## config.mk

```make
export PLATFORM = sky130hd
export DESIGN_NAME = rso_top
export DESIGN_NICKNAME = d
export VERILOG_FILES = /design/src/rtl/rso_pkg.sv /design/src/rtl/rso_tmr_if.sv /design/src/rtl/rso_timer.sv /design/src/rtl/rso_sync.sv /design/src/rtl/rso_top.sv
export VERILOG_INCLUDE_DIRS = /design/src /design/src/rtl
export SDC_FILE = /design/constraint.sdc
export NUM_CORES = 1
export LEC_CHECK = 0
export BUFFER_PORTS_ARGS = -buffer_cell sky130_fd_sc_hd__clkbuf_2
export CORE_UTILIZATION = 55
export DETAILED_ROUTE_END_ITERATION = 8
export PLACE_DENSITY = 0.75
export SLEW_MARGIN = 5
export SYNTH_ARGS = -nofsm -noshare
export SYNTH_HDL_FRONTEND = slang
export SYNTH_SLANG_ARGS = --single-unit
```

## constraint.sdc

```tcl
create_clock -name ref_clk -period 4.55 [get_ports ref_clk]
set_input_delay 0.455 -clock ref_clk [delete_from_list [all_inputs] [get_ports ref_clk]]
set_output_delay 0.455 -clock ref_clk [all_outputs]
set_load 0.005 [all_outputs]
```

## src/rtl/rso_consts.svh

```systemverilog
// Offsets, field positions, reset values and timing counts of the reset supervisor
`ifndef RSO_CONSTS_SVH
`define RSO_CONSTS_SVH

// Clock rate in MHz, so every count below is a whole number of cycles
`define RSO_CLK_MHZ 20

// Times in microseconds
`define RSO_FILTER_US 10
`define RSO_EXT_DELAY_US 10000
`define RSO_RED_DELAY_US 2000

// Times in ref_clk cycles
`define RSO_RF_CYC (`RSO_FILTER_US * `RSO_CLK_MHZ)
`define RSO_RD1_CYC (`RSO_EXT_DELAY_US * `RSO_CLK_MHZ)
`define RSO_RD2_CYC (`RSO_RED_DELAY_US * `RSO_CLK_MHZ)

// Register offsets
`define RSO_ADDR_CTRL 4'h0
`define RSO_ADDR_MODE 4'h1
`define RSO_ADDR_STAT 4'h2
`define RSO_ADDR_IRQ_STAT 4'h3
`define RSO_ADDR_IRQ_CLR 4'h4
`define RSO_ADDR_IRQ_EN 4'h5

// Control register fields
`define RSO_CTRL_SHORT_DLY 0
`define RSO_CTRL_THR_LSB 1
`define RSO_CTRL_THR_MSB 2
`define RSO_CTRL_SR_SUPPRESS 3
`define RSO_CTRL_WD_FAILSAFE 4
`define RSO_CTRL_RESET 8'h00

// Mode field values written to the mode register
`define RSO_MODE_WR_NORMAL 2'h0
`define RSO_MODE_WR_STOP 2'h1
`define RSO_MODE_WR_SOFT_RESET 2'h3

// Interrupt status bits
`define RSO_IRQ_RST_ASSERT 0
`define RSO_IRQ_WD_FAULT 1
`define RSO_IRQ_SOFT_RESET 2
`define RSO_IRQ_UNDERVOLT 3
`define RSO_IRQ_RESET 4'h0

// Watchdog failure count saturation
`define RSO_WDF_MAX 2'h2

`endif

```

## src/rtl/rso_pkg.sv

```systemverilog
// Types shared by the reset supervisor modules
package rso_pkg;

  // Device operating modes
  typedef enum logic [2:0] {
    RSO_INIT,
    RSO_NORMAL,
    RSO_STOP,
    RSO_RESTART,
    RSO_FAIL_SAFE
  } rso_mode_e;

  typedef logic [7:0] rso_data_t;

endpackage

```

## src/rtl/rso_tmr_if.sv

```systemverilog
// Control and status bundle between the supervisor and one of its delay timers
interface rso_tmr_if #(
  parameter int W = 20
);
  logic load;
  logic run;
  logic [W-1:0] len;
  logic expired;

  modport ctl (output load, output run, output len, input expired);
  modport tmr (input load, input run, input len, output expired);
endinterface

```

## src/rtl/rso_timer.sv

```systemverilog
// Loadable down counter used for the filter time and the release delays
module rso_timer #(
  parameter int W = 20
) (
  // Clock and reset
  input wire logic ref_clk,
  input wire logic resetn,
  // Timer control
  rso_tmr_if.tmr tif
);

  logic [W-1:0] cnt_reg;

  // Reset loads the full length so a timer never starts out already expired
  always_ff @(posedge ref_clk) begin
    if (!resetn) begin
      cnt_reg <= tif.len;
    end else if (tif.load) begin
      cnt_reg <= tif.len;
    end else if (tif.run && cnt_reg != '0) begin
      cnt_reg <= cnt_reg - W'(1);
    end
  end

  assign tif.expired = tif.run && (cnt_reg == '0);

endmodule // rso_timer

```

## src/rtl/rso_sync.sv

```systemverilog
// Three-stage synchroniser; the output follows once the last two stages agree
module rso_sync #(
  parameter logic RST_VAL = 1'b0
) (
  // Clock and reset
  input wire logic ref_clk,
  input wire logic resetn,
  // Asynchronous input and clean output
  input wire logic async_in,
  output logic sync_out
);

  logic s1_reg;
  logic s2_reg;
  logic s3_reg;
  logic out_reg;

  // Shift chain; only the second stage reads the first
  always_ff @(posedge ref_clk) begin
    if (!resetn) begin
      s1_reg <= RST_VAL;
      s2_reg <= RST_VAL;
      s3_reg <= RST_VAL;
    end else begin
      s1_reg <= async_in;
      s2_reg <= s1_reg;
      s3_reg <= s2_reg;
    end
  end

  // Accept a change only when two settled stages agree
  always_ff @(posedge ref_clk) begin
    if (!resetn) begin
      out_reg <= RST_VAL;
    end else if (s2_reg == s3_reg) begin
      out_reg <= s3_reg;
    end
  end

  assign sync_out = out_reg;

endmodule // rso_sync

```

## src/rtl/rso_top.sv

```systemverilog
// Reset output supervisor with soft reset, register port and interrupt
`include "rso_consts.svh"

// Function
// - Reset event drives reset output low (undervoltage after filter, watchdog and soft reset at once), held until release delay ends.
// - Release delay is extended by default, reduced when short-delay select is set.
// - At power-up reset stays low until supply is good, then extended delay.
// - Watchdog failure is a reset event just like main supply undervoltage.
// - Undervoltage threshold is software selectable and resets to the default setting.
// - Mode field value 11 requests soft reset, accepted only in Normal or Stop.
// - Valid soft reset returns to Init and restores registers to defaults; interrupt status holds only flags set in that cycle.
// - Suppress bit clear: soft reset asserts reset output with the extended delay.
// - Suppress bit set: soft reset leaves the reset output released.
// - Soft reset command in any other mode is ignored without effect.
// - Watchdog reset enters Restart or Fail-Safe per configuration, counts failures.
// - Watchdog long open window starts as soon as reset output goes high.
module rso_top
  import rso_pkg::*;
#(
  parameter int CW = 20,
  parameter int RF_CYC = `RSO_RF_CYC,
  parameter int RD1_CYC = `RSO_RD1_CYC,
  parameter int RD2_CYC = `RSO_RD2_CYC,
  parameter logic [1:0] WDF_MAX = `RSO_WDF_MAX
) (
  // Clock and reset
  input wire logic ref_clk,
  input wire logic resetn,
  // Register port
  input wire logic [3:0] reg_addr,
  input wire logic [7:0] reg_wdata,
  input wire logic reg_wr,
  input wire logic reg_rd,
  output rso_data_t reg_rdata,
  // Supply monitor
  input wire logic main_regulator_uv,
  output logic [1:0] reset_threshold_sel,
  // Watchdog link
  input wire logic wd_fault,
  input wire logic wd_trigger_ok,
  output logic wd_long_window_start,
  // Reset output and status
  output logic reset_output_low_active,
  output logic [2:0] device_mode,
  output logic irq
);

  // Timer bundles for the filter time and the release delay
  rso_tmr_if #(.W(CW)) filt_if ();
  rso_tmr_if #(.W(CW)) dly_if ();

  // Register state
  rso_data_t ctrl_reg;
  logic [3:0] irq_stat_reg;
  logic [3:0] irq_en_reg;
  rso_mode_e mode_reg;
  rso_mode_e mode_next;
  logic [1:0] watchdog_failure_count_reg;
  rso_data_t rdata_reg;

  // Reset output state
  logic rst_low_reg;
  logic long_sel_reg;
  logic uv_filt_prev_reg;
  logic release_reg;

  // Decoded strobes and derived events
  logic uv_sync;
  logic uv_filt;
  logic uv_rise;
  logic mode_wr;
  logic soft_req;
  logic soft_ok;
  logic soft_assert;
  logic event_now;
  logic release_now;
  logic short_delay_select;
  logic [3:0] irq_set;

  // Supply comparator output comes from the analog side, outside the clock domain
  rso_sync #(.RST_VAL(1'b1)) u_uv_sync (
    .ref_clk(ref_clk),
    .resetn(resetn),
    .async_in(main_regulator_uv),
    .sync_out(uv_sync)
  );

  // Undervoltage must persist for the whole filter time before it counts
  assign filt_if.load = !uv_sync;
  assign filt_if.run = uv_sync;
  assign filt_if.len = CW'(RF_CYC);

  rso_timer #(.W(CW)) u_filt (
    .ref_clk(ref_clk),
    .resetn(resetn),
    .tif(filt_if)
  );

  assign uv_filt = filt_if.expired;

  // Control fields
  assign short_delay_select = ctrl_reg[`RSO_CTRL_SHORT_DLY];
  assign reset_threshold_sel = ctrl_reg[`RSO_CTRL_THR_MSB:`RSO_CTRL_THR_LSB];

  // Soft reset decode; only Normal and Stop accept it, elsewhere it does nothing
  assign mode_wr = reg_wr && (reg_addr == `RSO_ADDR_MODE);
  assign soft_req = mode_wr && (reg_wdata[1:0] == `RSO_MODE_WR_SOFT_RESET);
  assign soft_ok = soft_req && (mode_reg == RSO_NORMAL || mode_reg == RSO_STOP);
  assign soft_assert = soft_ok && !ctrl_reg[`RSO_CTRL_SR_SUPPRESS];

  // Anything that pulls the reset output low this cycle
  assign event_now = uv_filt || wd_fault || soft_assert;

  // Release delay: held at full length while an event is present
  assign dly_if.load = event_now;
  assign dly_if.run = rst_low_reg && !event_now;
  // The soft reset edge itself must load the extended length; the select flag only follows a cycle later
  assign dly_if.len = (long_sel_reg || soft_assert || !short_delay_select) ? CW'(RD1_CYC) : CW'(RD2_CYC);

  rso_timer #(.W(CW)) u_dly (
    .ref_clk(ref_clk),
    .resetn(resetn),
    .tif(dly_if)
  );

  assign release_now = dly_if.expired;

  // Reset output: low from power-up, low on any event, high once the delay ends
  always_ff @(posedge ref_clk) begin
    if (!resetn) begin
      rst_low_reg <= 1'b1;
    end else if (event_now) begin
      rst_low_reg <= 1'b1;
    end else if (release_now) begin
      rst_low_reg <= 1'b0;
    end
  end

  // Power-up and soft reset always use the extended delay, whatever the select bit says
  always_ff @(posedge ref_clk) begin
    if (!resetn) begin
      long_sel_reg <= 1'b1;
    end else if (soft_assert) begin
      long_sel_reg <= 1'b1;
    end else if (release_now) begin
      long_sel_reg <= 1'b0;
    end
  end

  // One-cycle start of the watchdog long open window at release
  always_ff @(posedge ref_clk) begin
    if (!resetn) begin
      release_reg <= 1'b0;
    end else begin
      release_reg <= release_now;
    end
  end

  // Mode sequencing
  always_comb begin
    mode_next = mode_reg;
    if (soft_ok) begin
      mode_next = RSO_INIT;
    end else if (wd_fault) begin
      mode_next = ctrl_reg[`RSO_CTRL_WD_FAILSAFE] ? RSO_FAIL_SAFE : RSO_RESTART;
    end else if (release_now && mode_reg == RSO_RESTART) begin
      mode_next = RSO_NORMAL;
    end else if (mode_wr && !rst_low_reg) begin
      unique case (mode_reg)
        RSO_INIT, RSO_NORMAL, RSO_STOP: begin
          if (reg_wdata[1:0] == `RSO_MODE_WR_NORMAL) begin
            mode_next = RSO_NORMAL;
          end else if (reg_wdata[1:0] == `RSO_MODE_WR_STOP && mode_reg != RSO_INIT) begin
            mode_next = RSO_STOP;
          end
        end
        RSO_RESTART, RSO_FAIL_SAFE: begin
          mode_next = mode_reg;
        end
      endcase
    end
  end

  always_ff @(posedge ref_clk) begin
    if (!resetn) begin
      mode_reg <= RSO_INIT;
    end else begin
      mode_reg <= mode_next;
    end
  end

  // Control register; soft reset puts back the defaults
  always_ff @(posedge ref_clk) begin
    if (!resetn) begin
      ctrl_reg <= `RSO_CTRL_RESET;
    end else if (soft_ok) begin
      ctrl_reg <= `RSO_CTRL_RESET;
    end else if (reg_wr && reg_addr == `RSO_ADDR_CTRL) begin
      ctrl_reg <= {3'h0, reg_wdata[4:0]};
    end
  end

  // Watchdog failure count saturates; a failure wins over a same-cycle good trigger
  always_ff @(posedge ref_clk) begin
    if (!resetn) begin
      watchdog_failure_count_reg <= 2'h0;
    end else if (wd_fault) begin
      if (watchdog_failure_count_reg != WDF_MAX) begin
        watchdog_failure_count_reg <= watchdog_failure_count_reg + 2'h1;
      end
    end else if (soft_ok || wd_trigger_ok) begin
      watchdog_failure_count_reg <= 2'h0;
    end
  end

  // Rising edge of the filtered undervoltage for the interrupt
  always_ff @(posedge ref_clk) begin
    if (!resetn) begin
      uv_filt_prev_reg <= 1'b0;
    end else begin
      uv_filt_prev_reg <= uv_filt;
    end
  end

  assign uv_rise = uv_filt && !uv_filt_prev_reg;

  // Interrupt sources
  always_comb begin
    irq_set = 4'h0;
    irq_set[`RSO_IRQ_RST_ASSERT] = event_now && !rst_low_reg;
    irq_set[`RSO_IRQ_WD_FAULT] = wd_fault;
    irq_set[`RSO_IRQ_SOFT_RESET] = soft_ok;
    irq_set[`RSO_IRQ_UNDERVOLT] = uv_rise;
  end

  // Sticky status; a set in the clearing cycle survives the clear
  always_ff @(posedge ref_clk) begin
    if (!resetn) begin
      irq_stat_reg <= `RSO_IRQ_RESET;
    end else if (soft_ok) begin
      irq_stat_reg <= irq_set;
    end else if (reg_wr && reg_addr == `RSO_ADDR_IRQ_CLR) begin
      irq_stat_reg <= (irq_stat_reg & ~reg_wdata[3:0]) | irq_set;
    end else begin
      irq_stat_reg <= irq_stat_reg | irq_set;
    end
  end

  // Interrupt enable
  always_ff @(posedge ref_clk) begin
    if (!resetn) begin
      irq_en_reg <= `RSO_IRQ_RESET;
    end else if (soft_ok) begin
      irq_en_reg <= `RSO_IRQ_RESET;
    end else if (reg_wr && reg_addr == `RSO_ADDR_IRQ_EN) begin
      irq_en_reg <= reg_wdata[3:0];
    end
  end

  // Read data stand in the cycle after the read strobe only
  always_ff @(posedge ref_clk) begin
    if (!resetn) begin
      rdata_reg <= 8'h00;
    end else if (reg_rd) begin
      unique case (reg_addr)
        `RSO_ADDR_CTRL: rdata_reg <= ctrl_reg;
        `RSO_ADDR_STAT: rdata_reg <= {2'h0, watchdog_failure_count_reg, mode_reg, rst_low_reg};
        `RSO_ADDR_IRQ_STAT: rdata_reg <= {4'h0, irq_stat_reg};
        `RSO_ADDR_IRQ_EN: rdata_reg <= {4'h0, irq_en_reg};
        default: rdata_reg <= 8'h00; // Write-only and unmapped read as zero
      endcase
    end else begin
      rdata_reg <= 8'h00;
    end
  end

  // Outputs
  assign reg_rdata = rdata_reg;
  assign reset_output_low_active = !rst_low_reg;
  assign wd_long_window_start = release_reg;
  assign device_mode = mode_reg;
  assign irq = |(irq_stat_reg & irq_en_reg);

endmodule // rso_top

```

==> out/results.tsv <==
metric	value	unit
run status	finished, final reports clean	
DRT Wirelength	7.09	mm
ratio of cells with drive above 1 in the final layout	13.9	%
R2R Path Start	u_filt.cnt_reg[10]	
Min Clock Period, post-route	3.03	ns
worst skew pair latency	0.34	ns
first drt pass iteration count	5	
grt total ovfl	0	
vias in the first global route	2507	
Setup Skew	0.00850	ns
cell taking the most area after synthesis	dfxtp_1	
routed len/inst	14.6	um
Layout area overhead	10.4	%
number of synthesized register bits	72	
clk buf depth	2	
hold path cells	2	
Cell Pwr Density	352	nW/um^2
Ys Warns	0	
top_reg_cell synth	dfxtp_1	
Placer Congestion	0.916	
clock share of power	39.8	%
CTS buffer count	9	
Rel. slew slack	39.3	%
Switch Pwr	341	uW
Post-DRT Antenna Nets	0	
dominant cells by area after synthesis	dfxtp_1, edfxtp_1, nor2_1	
Worst Setup Start Kind	register	
share of the synthesized area in the top cell type	29.3	%
htree depth	3	
antenna cell count	0	
internal power	1.04	mW
Resize count post-CTS	0	
leakage power	1.47	nW
Die W	82.4	um
pin count of the biggest net entering global routing	25	
Site Rows	28	
# setup viols final	0	
CP Data Required Time	4.52	ns
period utilization	66.7	%
r2r setup slk	1.52	ns
TNS Setup	0	ns
Mapped Avg Cell Area	9.34	sq um
die area	6780	sq um
hold_sp	main_regulator_uv	
Peak VDD IR	0.283	mV
part of the power in combinational logic	9.2	%
count of input and output buffers	29	
Core ar.	6060	sq um
number of vias per cell	5.64	
pins over their slew limit	0	
Hold Crit Endpoint	u_uv_sync.s1_reg	
Root Buffer	clkbuf_8	
final hold vios	0	
CTS Hold Bufs	0	
Max FO, Critical Path	24	
DR DRC count	0	
fmax	330	MHz
clock sinks	72	
DR vias	2730	
DP HPWL	5.02	mm
measured slew at the worst slew-check pin	0.898	ns
data arrival time of the worst path	3.00	ns
Die Span Y	82.4	um
Final #Nets	428	
Synth async-reset ratio	0	%
sequential area share after synthesis	46.2	%
post-synthesis cell area	3550	sq um
EDFF count, synth	20	
Starting Density	58.6	%
synth unique cells	55	
Register-to-Register Path Depth	6	
Max Cap Viol	0	
reg2reg end	u_dly.cnt_reg[5]	
Total GRT Usage	22.4	%
critical path class	register to register	
CTS tree	yes	
Mapped Cells	380	
postcts setup bufs	0	
io pins	35	
first-pass GRT wire length	11.5	mm
DR iter-0 viols	159	
initial antenna violation count	0	
CTS clk-pin slew, worst paths	0.07	ns
Setup crit end kind	register	
Net Sw Frac	24.7	%
overall power	1.38	mW
Worst Hold Class	input pin to register	
RSZ-0062 raised after global routing	no	
Flop pwr share	50.9	%
==> critical path, cell delays in order (launching register included) <==
cell	delay (ns)
dfxtp_1	0.34
nor4_1	0.57
nand4_1	0.35
nor2_1	0.32
a211o_1	0.17
buf_4	0.26
a21o_1	0.64
==> per-stage QoR <==
step | instance area, sq um | setup slack, ns | hold WS (ns) | utilization [%] | instances
2_1_floorplan | 3550 | 1.92 | 0.386 | - | 381
3_3_place_gp | 3700 | 1.46 | 0.391 | 61.1 | 468
3_5_place_dp | 3700 | 1.42 | 0.397 | 61.1 | 468
4_1_cts | 3920 | 1.52 | 0.286 | 64.7 | 484
5_1_grt | 3920 | 1.26 | 0.294 | 64.7 | 484
6_report | 3920 | 1.52 | 0.303 | 64.7 | 484
==> cell families after synthesis <==
logic type,count (synthesis),share of synthesized area [%]
compound gates,57,10.5
xor+xnor,32,7.89
fa+ha+maj,5,1.76
buf+inv,29,3.95
flops,72,46.2
mux,16,4.62
other cells,1,0.106
simple gates,168,24.9
==> area by class of cell <==
| type | count | area [sq um] |
|---|---|---|
| repair buffers | 30 | 153 |
| clock inverters | 7 | 95.1 |
| flip-flops and latches | 72 | 1640 |
| inverters | 11 | 41.3 |
| multi-input cells | 280 | 1770 |
| clock buffers | 9 | 124 |
| well taps | 75 | 93.8 |
| fillers | 517 | 2140 |
==> power groups by stage <==
stage | sequential, mW | clock (mW) | combinational [mW]
finish | 0.704 | 0.551 | 0.128
floorplan | 0.710 | 0 | 0.105
global placement | 0.717 | 0 | 0.124
detailed placement | 0.718 | 0 | 0.126
CTS | 0.703 | 0.558 | 0.127
global route | 0.707 | 0.591 | 0.144
==> worst max path at each step <==
| stage | start | endpoint | slack (ns) | cells after the start |
|---|---|---|---|---|
| after floorplan | reg_addr[3] | u_dly.cnt_reg[0] | 1.92 | 7 |
| after global placement | reg_addr[3] | u_dly.cnt_reg[6] | 1.46 | 7 |
| after detailed placement | reg_addr[3] | u_dly.cnt_reg[5] | 1.42 | 7 |
| after CTS | u_filt.cnt_reg[10] | u_dly.cnt_reg[4] | 1.52 | 6 |
| after global routing | u_filt.cnt_reg[10] | u_dly.cnt_reg[3] | 1.26 | 6 |
| final | u_filt.cnt_reg[10] | u_dly.cnt_reg[5] | 1.52 | 6 |
==> per-layer routing <==
metal / GRT usage, % / up-vias / share of wire, %
met4: 10.0 / 0 / 0.69
met2: 34.2 / 65 / 46
met5: 0 / - / 0
li1: - / 1396 / -
met3: 3.30 / 6 / 4.1
met1: 31.2 / 1263 / 49
==> placed cells by master (no fill, tap or decap), types with 6 or more instances in the layout <==
| master | instances |
|---|---|
| clkbuf_8 | 9 |
| nand2b_1 | 7 |
| edfxtp_1 | 20 |
| clkbuf_2 | 29 |
| a22oi_1 | 6 |
| mux2i_1 | 13 |
| xnor2_1 | 19 |
| nand2_1 | 29 |
| nor3_1 | 15 |
| dfxtp_1 | 52 |
| a21oi_1 | 20 |
| nor2_1 | 59 |
| xor2_1 | 13 |
| nand3_1 | 6 |
| inv_1 | 11 |
| nand4_1 | 7 |
| or4_1 | 6 |
==> Yosys cell counts (all sizes together) (7+ instances only) <==
master	count
mux2i	13
dfxtp	52
nor2	59
nand4	7
xnor2	19
nor3	15
inv	11
nor4	7
edfxtp	20
nand2b	7
nand2	30
xor2	13
clkbuf	9
a21oi	20
buf	9
or4	7
Power figures use the tool's default switching activity.
